File: config.mk
export PLATFORM = sky130hd
export DESIGN_NAME = smc_top
export DESIGN_NICKNAME = d
export VERILOG_FILES = /design/src/smc_pkg.sv /design/src/smc_top.sv
export VERILOG_INCLUDE_DIRS = /design/src
export SDC_FILE = /design/constraint.sdc
export NUM_CORES = 1
export LEC_CHECK = 0
export BUFFER_PORTS_ARGS = -buffer_cell sky130_fd_sc_hd__buf_4
export CORE_ASPECT_RATIO = 2
export CORE_MARGIN = 2
export CORE_UTILIZATION = 35
export DETAILED_ROUTE_END_ITERATION = 8
export PLACE_DENSITY_LB_ADDON = 0.2
export SETUP_SLACK_MARGIN = 0.4
export SYNTH_ARGS = -nofsm -noshare
export SYNTH_HDL_FRONTEND = slang
export SYNTH_SLANG_ARGS = --single-unit
export TNS_END_PERCENT = 30
File: constraint.sdc
create_clock -name i_clk_sys -period 1.3 [get_ports i_clk_sys]
set_clock_uncertainty 0.1 [all_clocks]
set_input_delay 0.26 -clock i_clk_sys [delete_from_list [all_inputs] [get_ports i_clk_sys]]
set_output_delay 0.26 -clock i_clk_sys [all_outputs]
set_load 0.1 [all_outputs]
File: src/smc_cfg.svh
`ifndef SMC_CFG_SVH
`define SMC_CFG_SVH

`define SMC_ADDR_W 20
`define SMC_OFF_PWR0 20'h40400
`define SMC_OFF_DET 20'h40408
`define SMC_OFF_BOR 20'h4040c
`define SMC_OFF_FLAGS 20'h40410

`define SMC_B_LOWPWR 0
`define SMC_B_CMOUT 1
`define SMC_B_PGOOD 8
`define SMC_B_OVOLT 9

`define SMC_B_DET_ON 0
`define SMC_B_DET_INSEL 1
`define SMC_B_DET_REFSEL 2
`define SMC_B_DET_EDGE 3
`define SMC_B_LVL_LO 4
`define SMC_B_LVL_HI 7
`define SMC_B_DET_OUT 16

`define SMC_B_BOR_ON 0
`define SMC_B_BOR_ACT 1
`define SMC_B_BOR_LIVE 2
`define SMC_B_BOR_REARM 3
`define SMC_B_BLVL_LO 4
`define SMC_B_BLVL_HI 6

`define SMC_B_F_DET 0
`define SMC_B_F_BOR 1

`define SMC_DET_LVL_OFF 4'h0
`define SMC_DET_LVL_EXT 4'hf
`define SMC_BOR_LVL_RST 3'h0
`define SMC_RST_ON 1'b1
`define SMC_RST_ACT 1'b1
`define SMC_RST_REARM 1'b1

`endif

File: src/smc_pkg.sv
package smc_pkg;
    typedef struct packed {
        logic lowpower;
        logic cm_out_en;
    } smc_pwr_t;

    typedef struct packed {
        logic [3:0] level;
        logic edge_rise;
        logic ref_bandgap;
        logic input_display;
        logic on;
    } smc_det_t;

    typedef struct packed {
        logic [2:0] level;
        logic rearm;
        logic act_reset;
        logic on;
    } smc_bor_t;

    typedef enum logic [1:0] {
        SMC_SRC_MAIN,
        SMC_SRC_DISPLAY,
        SMC_SRC_EXTERNAL
    } smc_src_t;
endpackage

File: src/smc_top.sv
`timescale 1ns/1ps
`include "smc_cfg.svh"
module smc_top #(
    parameter int ADDR_W = `SMC_ADDR_W
) (
    input wire logic i_clk_sys,
    input wire logic i_nrst,
    input wire logic [ADDR_W-1:0] i_addr,
    input wire logic [31:0] i_wdata,
    input wire logic i_wr,
    input wire logic i_rd,
    output logic [31:0] o_rdata,
    input wire logic i_primary_brownout,
    input wire logic i_wake,
    input wire logic i_detector_cmp,
    input wire logic i_secondary_brownout_cmp,
    input wire logic i_core_regulator_good,
    input wire logic i_core_regulator_overvolt,
    output logic o_common_mode_out_enable,
    output logic o_core_regulator_lowpower,
    output logic o_detector_on,
    output logic [3:0] o_detector_level,
    output logic o_detector_ref_bandgap,
    output logic [1:0] o_detector_source,
    output logic o_detector_irq,
    output logic o_secondary_brownout_on,
    output logic [2:0] o_secondary_brownout_level,
    output logic o_secondary_brownout_irq,
    output logic o_chip_reset_req
);
    logic rst_s1_reg;
    logic rst_s2_reg;
    logic rst_n;

    // Release is synchronised so every flop leaves reset on the same edge;
    // assertion stays asynchronous so a stopped clock still resets the block
    always_ff @(posedge i_clk_sys or negedge i_nrst) begin
        if (!i_nrst) begin
            rst_s1_reg <= 1'b0;
            rst_s2_reg <= 1'b0;
        end else begin
            rst_s1_reg <= 1'b1;
            rst_s2_reg <= rst_s1_reg;
        end
    end
    assign rst_n = rst_s2_reg;

    smc_pkg::smc_pwr_t pwr_reg, pwr_next;
    smc_pkg::smc_det_t det_reg, det_next;
    smc_pkg::smc_bor_t bor_reg, bor_next;
    logic det_cmp_reg, det_cmp_next;
    logic det_flag_reg, det_flag_next;
    logic bor_flag_reg, bor_flag_next;
    logic reset_req_reg, reset_req_next;
    logic [31:0] rdata_reg, rdata_next;
    logic live_reg, live_next;
    logic pg_reg, pg_next;
    logic ov_reg, ov_next;
    logic det_edge;
    logic bor_trip;
    logic [1:0] src_reg, src_next;

    function automatic logic hit(input logic [ADDR_W-1:0] a, input logic [ADDR_W-1:0] off);
        hit = (a == off);
    endfunction

    function automatic smc_pkg::smc_src_t src_of(input smc_pkg::smc_det_t d);
        if (d.level == `SMC_DET_LVL_EXT) begin
            src_of = smc_pkg::SMC_SRC_EXTERNAL;
        end else if (d.input_display) begin
            src_of = smc_pkg::SMC_SRC_DISPLAY;
        end else begin
            src_of = smc_pkg::SMC_SRC_MAIN;
        end
    endfunction

    // Edge seen only while enabled and detector level is not off
    always_comb begin
        det_edge = 1'b0;
        if (det_reg.on && det_reg.level != `SMC_DET_LVL_OFF) begin
            if (det_reg.edge_rise) begin
                det_edge = !det_cmp_reg && i_detector_cmp;
            end else begin
                det_edge = det_cmp_reg && !i_detector_cmp;
            end
        end
    end

    // Trip is the monitor going low while enabled
    assign bor_trip = bor_reg.on && live_reg && !i_secondary_brownout_cmp;

    // Low-power is a plain software bit; nothing here clears it on wake
    always_comb begin
        pwr_next = pwr_reg;
        if (i_wr && hit(i_addr, `SMC_OFF_PWR0)) begin
            pwr_next.lowpower = i_wdata[`SMC_B_LOWPWR];
            pwr_next.cm_out_en = i_wdata[`SMC_B_CMOUT];
        end
    end

    // Settings may change while enabled; software is expected to enable last
    always_comb begin
        det_next = det_reg;
        if (i_wr && hit(i_addr, `SMC_OFF_DET)) begin
            det_next.on = i_wdata[`SMC_B_DET_ON];
            det_next.input_display = i_wdata[`SMC_B_DET_INSEL];
            det_next.ref_bandgap = i_wdata[`SMC_B_DET_REFSEL];
            det_next.edge_rise = i_wdata[`SMC_B_DET_EDGE];
            det_next.level = i_wdata[`SMC_B_LVL_HI:`SMC_B_LVL_LO];
        end
    end

    // Primary brown-out is applied last so it overrides both a write and a wake
    always_comb begin
        bor_next = bor_reg;
        if (i_wr && hit(i_addr, `SMC_OFF_BOR)) begin
            bor_next.on = i_wdata[`SMC_B_BOR_ON];
            bor_next.act_reset = i_wdata[`SMC_B_BOR_ACT];
            bor_next.rearm = i_wdata[`SMC_B_BOR_REARM];
            bor_next.level = i_wdata[`SMC_B_BLVL_HI:`SMC_B_BLVL_LO];
        end
        // Wake re-arm forces reset mode even if software had chosen interrupt mode
        if (i_wake && bor_reg.rearm) begin
            bor_next.on = 1'b1;
            bor_next.act_reset = 1'b1;
        end
        if (i_primary_brownout) begin
            bor_next.level = `SMC_BOR_LVL_RST;
            bor_next.on = 1'b1;
            bor_next.act_reset = 1'b1;
        end
    end

    // Flags are write-one-to-clear; a set in the same cycle wins over the clear
    always_comb begin
        det_flag_next = det_flag_reg;
        bor_flag_next = bor_flag_reg;
        reset_req_next = 1'b0;
        if (i_wr && hit(i_addr, `SMC_OFF_FLAGS)) begin
            if (i_wdata[`SMC_B_F_DET]) begin
                det_flag_next = 1'b0;
            end
            if (i_wdata[`SMC_B_F_BOR]) begin
                bor_flag_next = 1'b0;
            end
        end
        if (det_edge) begin
            det_flag_next = 1'b1;
        end
        if (bor_trip) begin
            if (bor_reg.act_reset) begin
                // One cycle only: live follows the pin, so a trip lasts one cycle
                reset_req_next = 1'b1;
            end else begin
                bor_flag_next = 1'b1;
            end
        end
    end

    // The compare sample keeps tracking while the detector is off, so enabling
    // compares against a fresh value and never fires on a stale one
    always_comb begin
        det_cmp_next = i_detector_cmp;
        live_next = i_secondary_brownout_cmp;
        pg_next = i_core_regulator_good;
        ov_next = i_core_regulator_overvolt;
    end

    // Source follows the next settings so it changes together with the registers
    always_comb begin
        src_next = src_of(det_next);
    end

    always_comb begin
        rdata_next = 32'h0;
        if (i_rd) begin
            if (hit(i_addr, `SMC_OFF_PWR0)) begin
                rdata_next[`SMC_B_LOWPWR] = pwr_reg.lowpower;
                rdata_next[`SMC_B_CMOUT] = pwr_reg.cm_out_en;
                // Flags masked while regulator is in low-power mode
                rdata_next[`SMC_B_PGOOD] = pg_reg && !pwr_reg.lowpower;
                rdata_next[`SMC_B_OVOLT] = ov_reg && !pwr_reg.lowpower;
            end else if (hit(i_addr, `SMC_OFF_DET)) begin
                rdata_next[`SMC_B_DET_ON] = det_reg.on;
                rdata_next[`SMC_B_DET_INSEL] = det_reg.input_display;
                rdata_next[`SMC_B_DET_REFSEL] = det_reg.ref_bandgap;
                rdata_next[`SMC_B_DET_EDGE] = det_reg.edge_rise;
                rdata_next[`SMC_B_LVL_HI:`SMC_B_LVL_LO] = det_reg.level;
                rdata_next[`SMC_B_DET_OUT] = det_cmp_reg;
            end else if (hit(i_addr, `SMC_OFF_BOR)) begin
                rdata_next[`SMC_B_BOR_ON] = bor_reg.on;
                rdata_next[`SMC_B_BOR_ACT] = bor_reg.act_reset;
                rdata_next[`SMC_B_BOR_LIVE] = live_reg;
                rdata_next[`SMC_B_BOR_REARM] = bor_reg.rearm;
                rdata_next[`SMC_B_BLVL_HI:`SMC_B_BLVL_LO] = bor_reg.level;
            end else if (hit(i_addr, `SMC_OFF_FLAGS)) begin
                rdata_next[`SMC_B_F_DET] = det_flag_reg;
                rdata_next[`SMC_B_F_BOR] = bor_flag_reg;
            end
        end
    end

    always_ff @(posedge i_clk_sys or negedge rst_n) begin
        if (!rst_n) begin
            pwr_reg <= '0;
        end else begin
            pwr_reg <= pwr_next;
        end
    end

    // Cleared on reset: the detector starts disabled with its level off
    always_ff @(posedge i_clk_sys or negedge rst_n) begin
        if (!rst_n) begin
            det_reg <= '0;
        end else begin
            det_reg <= det_next;
        end
    end

    // The monitor leaves reset armed, in reset mode, at its lowest level
    always_ff @(posedge i_clk_sys or negedge rst_n) begin
        if (!rst_n) begin
            bor_reg.level <= `SMC_BOR_LVL_RST;
            bor_reg.rearm <= `SMC_RST_REARM;
            bor_reg.act_reset <= `SMC_RST_ACT;
            bor_reg.on <= `SMC_RST_ON;
        end else begin
            bor_reg <= bor_next;
        end
    end

    // The reset request is a bare pulse; chip-level reset logic must stretch it
    always_ff @(posedge i_clk_sys or negedge rst_n) begin
        if (!rst_n) begin
            det_flag_reg <= 1'b0;
            bor_flag_reg <= 1'b0;
            reset_req_reg <= 1'b0;
        end else begin
            det_flag_reg <= det_flag_next;
            bor_flag_reg <= bor_flag_next;
            reset_req_reg <= reset_req_next;
        end
    end

    always_ff @(posedge i_clk_sys or negedge rst_n) begin
        if (!rst_n) begin
            det_cmp_reg <= 1'b0;
            live_reg <= 1'b0;
            pg_reg <= 1'b0;
            ov_reg <= 1'b0;
        end else begin
            det_cmp_reg <= det_cmp_next;
            live_reg <= live_next;
            pg_reg <= pg_next;
            ov_reg <= ov_next;
        end
    end

    // Read data drops to zero outside its slot so a stale word never lingers
    always_ff @(posedge i_clk_sys or negedge rst_n) begin
        if (!rst_n) begin
            rdata_reg <= 32'h0;
        end else begin
            rdata_reg <= rdata_next;
        end
    end

    always_ff @(posedge i_clk_sys or negedge rst_n) begin
        if (!rst_n) begin
            src_reg <= 2'h0;
        end else begin
            src_reg <= src_next;
        end
    end

    assign o_rdata = rdata_reg;
    assign o_common_mode_out_enable = pwr_reg.cm_out_en;
    assign o_core_regulator_lowpower = pwr_reg.lowpower;
    assign o_detector_on = det_reg.on;
    assign o_detector_level = det_reg.level;
    assign o_detector_ref_bandgap = det_reg.ref_bandgap;
    assign o_detector_source = src_reg;
    assign o_detector_irq = det_flag_reg;
    assign o_secondary_brownout_on = bor_reg.on;
    assign o_secondary_brownout_level = bor_reg.level;
    assign o_secondary_brownout_irq = bor_flag_reg;
    assign o_chip_reset_req = reset_req_reg;
endmodule // smc_top

==> out/metrics.yaml, run 1 <==
place:
  hpwlAfterDp_mm: 3.72
  detailed_place.area_sq_um: 2610
  preCtsSetupSlack_ns: -0.628
  gp_congestion: 0.779
  placed_cells_incl_taps: 305
  io_buffers: 65
synthesis:
  part_of_the_yosys_area_used_for_sequential_elements: 0.518
  synthArstFlopShare: 1.00
  synth.top_cell.area_share: 0.476
  synth_area_leader_cell: "sky130_fd_sc_hd__dfrtp_1"
  syn_area_sq_um: 1840
  syn-mean-instance-area_sq_um: 11.0
  postSynthRegisterBits: 38
  synth.top_cells.by_area: "sky130_fd_sc_hd__dfrtp_1 48%, sky130_fd_sc_hd__buf_4 11%, sky130_fd_sc_hd__mux2_2 6.7%, sky130_fd_sc_hd__dfstp_2 4.3%, sky130_fd_sc_hd__mux2i_1 3.8%"
  synth-edff-count: 0
  synthCells: 167
  post-synth-top-count-cell: "sky130_fd_sc_hd__dfrtp_1"
  yosys_warnings: 0
  synth_cell_types: 32
  ys_dominant_reg_cell: "sky130_fd_sc_hd__dfrtp_1"
  synth_top_cells_by_count: "35 x sky130_fd_sc_hd__dfrtp_1, 28 x sky130_fd_sc_hd__buf_4, 11 x sky130_fd_sc_hd__mux2_2, 11 x sky130_fd_sc_hd__nor2_1"
clock_tree:
  cts_tree: "done"
  insertion_delay_ns: 0.28
  htree_levels: 2
  clock-sinks: 38
  cts-hold-fix-buffers: 5
  numCtsBuffers: 5
  ctsRootBufferMaster: "sky130_fd_sc_hd__clkbuf_8"
  cts.clk_slew.worst_paths_ns: 0.07
  cts_buffer_depth: 2
global_route:
  track_usage: 0.168
  global_route_wire_length_before_repair_mm: 7.60
  antenna_found_initial: 0
  pin_count_of_the_biggest_net_entering_global_routing: 35
  grt_pass1_vias: 1583
  global_route.overflow_total: 0
route:
  drt_iter0_markers: 10
  detail_route.vias_per_cell: 4.85
  routed_wl_mm: 4.82
  drt-pass1-iter-count: 4
  ant_nets: 0
  route.vias.total: 1556
  avgRoutedWirePerCell_um: 15.0
  route.detailed.drc: 0
die:
  die_width_um: 55.3
  initial_utilization: 0.362
  fp.dieArea_sq_um: 5890
  number_of_core_rows: 37
  ioPinCount: 111
  core_area_sq_um: 5090
  floorplan.die.height_um: 107
setup_path:
  start_kind: "input pin"
  cp.arrival_ns: 1.67
  crit_fanout: 9
  critical_path_type: "in -> reg"
  r2r_cells: 4
  critical_path.endpoint_type: "flop"
  critPathRequiredTime_ns: 1.37
power:
  p_leak_nw: 1.49
  power.density_cell_area_nw_per_um2: 790
  ir_drop_v: 0.000874
run:
  max_cap_viol_count: 0
finish:
  drive_gt1_frac: 0.578
  flow.area_growth_from_synthesis_pct: 75.5
  final_cells: 321
  final_area_sq_um: 3230
  largest_register_ffs: 11
  antenna-diode-count: 0
  finish.net_count: 324
timing:
  rsz_0062_raised_after_global_routing: "true"
  total_negative_setup_slack_ns: -5.42
  period_needed_ns: 1.61
  total_setup_violations_reported_at_the_end_of_the_flow: 30
  setup_slack_ns: -0.309
  max_freq_mhz: 622
  period_share: 1.24
  finalHoldViolCount: 2
  finalMaxSlewViolations: 0
  hold-worst-slack_ns: -0.0328
worst_hold_path:
  holdCritPathClass: "reg -> async"
status:
  outcome: "complete, but fails checks"
  failed_checks: "negative hold slack, negative setup slack"
per-stage QoR:
step	utilization	total power [W]
after floorplan	-	0.00162
after global placement	0.513	0.00173
after detailed placement	0.513	0.00173
after CTS	0.619	0.00258
after global routing	0.635	0.00265
final	0.635	0.00255
power breakdown:
| part | switching, W | internal (W) |
|---|---|---|
| clock network | 0.000392 | 0.000428 |
| logic | 0.000388 | 0.000145 |
| registers | 0.00000700 | 0.00119 |
| total | 0.000787 | 0.00177 |
cell type report:
type                       count  area [sq um]
clock inverter                 1          5.00
multi-input combinational    112           903
tap                           58          72.6
fill                         441          1860
inverter                       4          15.0
sequential                    38           975
timing repair buffer         101          1170
clock buffer                   7          86.3
worst max-delay path, cell delays in order:
cell,delay [ns]
sky130_fd_sc_hd__buf_6,0.09
sky130_fd_sc_hd__nor4b_4,0.29
sky130_fd_sc_hd__nand3_2,0.19
sky130_fd_sc_hd__nor4_4,0.34
sky130_fd_sc_hd__buf_12,0.17
sky130_fd_sc_hd__mux2_2,0.33
cells in the final DEF (no fill, tap or decap), types with 2 or more instances in the layout:
| cell type | synthesis | final |
|---|---|---|
| sky130_fd_sc_hd__mux2_4 | 0 | 4 |
| sky130_fd_sc_hd__dfrtp_4 | 0 | 3 |
| sky130_fd_sc_hd__nor3_4 | 0 | 2 |
| sky130_fd_sc_hd__nand4_1 | 5 | 5 |
| sky130_fd_sc_hd__nor4_4 | 1 | 2 |
| sky130_fd_sc_hd__nand2b_1 | 3 | 3 |
| sky130_fd_sc_hd__inv_1 | 4 | 2 |
| sky130_fd_sc_hd__mux2i_1 | 7 | 7 |
| sky130_fd_sc_hd__nor3b_2 | 0 | 3 |
| sky130_fd_sc_hd__nor2_1 | 11 | 7 |
| sky130_fd_sc_hd__nand3_1 | 4 | 2 |
| sky130_fd_sc_hd__o21ai_1 | 0 | 4 |
| sky130_fd_sc_hd__nand2_1 | 6 | 4 |
| sky130_fd_sc_hd__clkbuf_8 | 0 | 6 |
| sky130_fd_sc_hd__nor2_4 | 0 | 3 |
| sky130_fd_sc_hd__dfrtp_1 | 35 | 28 |
| sky130_fd_sc_hd__nand3_2 | 0 | 2 |
| sky130_fd_sc_hd__and4_1 | 2 | 2 |
| sky130_fd_sc_hd__conb_1 | 2 | 22 |
| sky130_fd_sc_hd__a21oi_1 | 7 | 7 |
| sky130_fd_sc_hd__buf_4 | 28 | 57 |
| sky130_fd_sc_hd__buf_6 | 0 | 9 |
| sky130_fd_sc_hd__dfstp_2 | 3 | 2 |
| sky130_fd_sc_hd__a221oi_2 | 0 | 2 |
| sky130_fd_sc_hd__a31oi_1 | 2 | 2 |
| sky130_fd_sc_hd__inv_2 | 0 | 2 |
| sky130_fd_sc_hd__dfrtp_2 | 0 | 4 |
| sky130_fd_sc_hd__dlygate4sd3_1 | 0 | 5 |
| sky130_fd_sc_hd__nor4b_2 | 0 | 2 |
| sky130_fd_sc_hd__nor3_2 | 0 | 2 |
| sky130_fd_sc_hd__mux2_2 | 11 | 7 |
| sky130_fd_sc_hd__nand2_2 | 0 | 2 |
| sky130_fd_sc_hd__nor4_1 | 2 | 2 |
| sky130_fd_sc_hd__nor4b_4 | 0 | 3 |
| sky130_fd_sc_hd__buf_12 | 0 | 29 |
routing by layer:
| metal | GRT usage | part of all wire |
|---|---|---|
| met5 | 0 | 0 |
| met3 | 0.0302 | 0.048 |
| met4 | 0.0889 | 0.032 |
| met1 | 0.173 | 0.33 |
| met2 | 0.312 | 0.59 |
kinds of logic after synthesis:
kind of cell | share of synthesized area
simple gates | 0.178
flops | 0.518
buf+inv | 0.132
compound gates | 0.0618
mux | 0.105
other cells | 0.00408
path summary, 6_finish.rpt:
path	start	to	slack (ns)
hold / removal	rst_n$_DFF_PN0_	pg_reg$_DFF_PN0_	-0.03
setup / recovery	i_addr[11]	det_reg[3]$_DFFE_PN0N_	-0.31
setup reg to reg	o_secondary_brownout_on$_DFFE_PN1P_	o_secondary_brownout_irq$_DFF_PN0_	-0.02
hold reg to reg	rst_n$_DFF_PN0_	pg_reg$_DFF_PN0_	-0.03
min in group i_clk_sys	i_secondary_brownout_cmp	o_chip_reset_req$_DFF_PN0_	0.04
max in group asynchronous	rst_n$_DFF_PN0_	bor_reg[1]$_DFFE_PN1P_	0.65
what timing repair did:
action                                  CTS  global route
hold endpoints to repair                  8             2
gates resized for setup                  95            18
pin swaps                                 4             6
buffers inserted                          2             1
endpoints found under the setup margin   60            60
Power figures use the tool's default switching activity.
==> run 2, diff against run 1 <==
--- a/config.mk
+++ b/config.mk
@@ -16,4 +16,3 @@
 export SYNTH_ARGS = -nofsm -noshare
 export SYNTH_HDL_FRONTEND = slang
 export SYNTH_SLANG_ARGS = --single-unit
-export TNS_END_PERCENT = 30
==> run 2 against run 1 <==
The run ends with negative setup slack left. Die area unchanged. Final cell count increased by 5.9%. Worst hold slack improved by 0.062 ns. Setup slack got worse by 0.029 ns. Clock power increased by 1%. Critical path depth unchanged. Global-route usage increased by 1.9 points. Routed wire length increased by 14%. Total power increased by 1.6%. Register-to-register slack about the same. Non-clock buffer count increased by 19. Fmax decreased by 1.8%.
==> out/metrics.yaml, run 2 (same netlist as run 1, synthesis figures left out) <==
status:
  outcome: "complete, but fails checks"
  failed_checks: "negative setup slack"
setup_path:
  start_kind: "input pin"
  critPathRequiredTime_ns: 1.37  # about the same
  cp.arrival_ns: 1.71  # +0.04 ns
  crit_fanout: 8  # -1
  critical_path.endpoint_type: "flop"
  critical_path_type: "in -> reg"
clock_tree:
  numCtsBuffers: 5  # unchanged
  cts_buffer_depth: 2  # unchanged
  clock-sinks: 38  # unchanged
  insertion_delay_ns: 0.29  # about the same
  cts_tree: "done"
  htree_levels: 2  # unchanged
  ctsRootBufferMaster: "sky130_fd_sc_hd__clkbuf_8"
  cts.clk_slew.worst_paths_ns: 0.07  # about the same
route:
  ant_nets: 0  # unchanged
  route.vias.total: 1678  # +7.8%
  drt_iter0_markers: 45  # +35
  drt-pass1-iter-count: 4  # unchanged
  avgRoutedWirePerCell_um: 16.1  # +7.3%
  route.detailed.drc: 0  # unchanged
  detail_route.vias_per_cell: 4.94  # +1.8%
  routed_wl_mm: 5.49  # +14%
die:
  number_of_core_rows: 37  # unchanged
  initial_utilization: 0.362  # unchanged
  fp.dieArea_sq_um: 5890  # unchanged
  floorplan.die.height_um: 107  # unchanged
  die_width_um: 55.3  # unchanged
  core_area_sq_um: 5090  # unchanged
  ioPinCount: 111  # unchanged
global_route:
  antenna_found_initial: 0  # unchanged
  grt_pass1_vias: 1781  # +13%
  pin_count_of_the_biggest_net_entering_global_routing: 28  # -20%
  global_route_wire_length_before_repair_mm: 8.51  # +12%
  global_route.overflow_total: 0  # unchanged
  track_usage: 0.186  # +0.0187
finish:
  drive_gt1_frac: 0.699  # +0.121
  flow.area_growth_from_synthesis_pct: 95.3
  filler_cell_count: 386  # -12%
  finish.net_count: 343  # +5.9%
  mostFrequentLayoutCells: "64 x sky130_fd_sc_hd__buf_4, 29 x sky130_fd_sc_hd__buf_12, 22 x sky130_fd_sc_hd__conb_1"
  antenna-diode-count: 0  # unchanged
  final_common_cell: "sky130_fd_sc_hd__buf_4"
  largest_register_ffs: 11  # unchanged
worst_hold_path:
  holdCritPathClass: "reg -> async"
timing:
  max_freq_mhz: 611  # -1.8%
  period_needed_ns: 1.64  # +0.0293 ns
  period_share: 1.26  # +0.0225
  total_setup_violations_reported_at_the_end_of_the_flow: 46  # +53%
  setup_slack_ns: -0.338  # -0.0293 ns
  hold-worst-slack_ns: 0.0287  # +0.0616 ns
  total_negative_setup_slack_ns: -6.51  # -1.09 ns
  rsz_0062_raised_after_global_routing: "true"
  finalMaxSlewViolations: 0  # unchanged
  finalHoldViolCount: 0  # -2
power:
  power.density_cell_area_nw_per_um2: 721  # -8.8%
  power_frac_seq: 0.465  # -0.005
  switching_power_w: 0.000814  # +3.4%
  ir_drop_v: 0.000585  # -33%
  p_leak_nw: 1.60  # +7.1%
  power.share.switching: 0.314  # +0.00564
  clockPowerShare: 0.320  # about the same
  p_int_w: 0.00178  # +0.74%
  total_power_consumption_w: 0.00259  # +1.6%
  share_comb_of_total_power: 0.215  # +0.006
place:
  io_buffers: 65  # unchanged
  hpwlAfterDp_mm: 3.70  # -0.54%
  preCtsSetupSlack_ns: -0.681  # -0.0523 ns
  gp_congestion: 0.773  # -0.85%
run:
  max_cap_viol_count: 0  # unchanged
-- run 2: layout make-up --
cell class / count / area, sq um / share of cell area
clock buffer: 7 / 86.3 / 0.0240
clock inverter: 1 / 5.00 / 0.00139
inverter: 4 / 17.5 / 0.00487
multi-input combinational: 112 / 1010 / 0.282
sequential: 38 / 1040 / 0.289
tap: 58 / 72.6 / 0.0202
timing repair buffer: 120 / 1360 / 0.379
-- run 2: stage by stage --
stage,instances,util,instance area [sq um]
3_3_place_gp,303,0.521,2650
5_1_grt,340,0.706,3600
2_1_floorplan,187,-,2240
3_5_place_dp,303,0.521,2650
6_report,340,0.706,3600
4_1_cts,330,0.678,3450
-- run 2: metal layers --
layer / routed length, um / GRT usage
met5: 0 / 0
met4: 170 / 0.0993
met1: 1870 / 0.205
met3: 272 / 0.0253
met2: 3170 / 0.338
-- run 2: power by group through the flow --
stage	Combinational [W]	Clock, W	Sequential [W]
final	0.000558	0.000831	0.00120
after global routing	0.000582	0.000895	0.00121
after CTS	0.000544	0.000853	0.00120
after detailed placement	0.000509	0	0.00123
after global placement	0.000506	0	0.00123
after floorplan	0.000375	0	0.00125
-- run 2: timing repair --
action | CTS | global route
hold endpoints to repair | 5 | 1
hold buffers | 4 | 1
pin swaps | 20 | 9
setup buffers | 15 | 9
gates resized for setup | 133 | 16
setup endpoints to repair | 60 | 60
-- run 2: final timing paths --
kind | from | end | slack, ns | cells past startpoint
worst max-delay path | i_addr[19] | o_detector_level[1]$_DFF_PN0_ | -0.34 | 6
worst min-delay path | rst_n$_DFF_PN0_ | o_rdata[16]$_DFF_PN0_ | 0.03 | 0
worst max register to register | o_detector_on$_DFFE_PN0N_ | o_detector_on$_DFFE_PN0N_ | -0.03 | 4
worst min register to register | rst_n$_DFF_PN0_ | o_rdata[16]$_DFF_PN0_ | 0.03 | 0
max in group asynchronous | rst_n$_DFF_PN0_ | bor_reg[1]$_DFFE_PN1P_ | 0.59 | 1
min in group i_clk_sys | i_secondary_brownout_cmp | o_chip_reset_req$_DFF_PN0_ | 0.04 | 2
-- run 2: worst max-delay path, cell delays in order --
cell and delay, ns:
sky130_fd_sc_hd__buf_6 0.10, sky130_fd_sc_hd__nor4b_4 0.34, sky130_fd_sc_hd__nand3_4 0.18, sky130_fd_sc_hd__nor4_4 0.32
sky130_fd_sc_hd__buf_6 0.20, sky130_fd_sc_hd__mux2_4 0.31
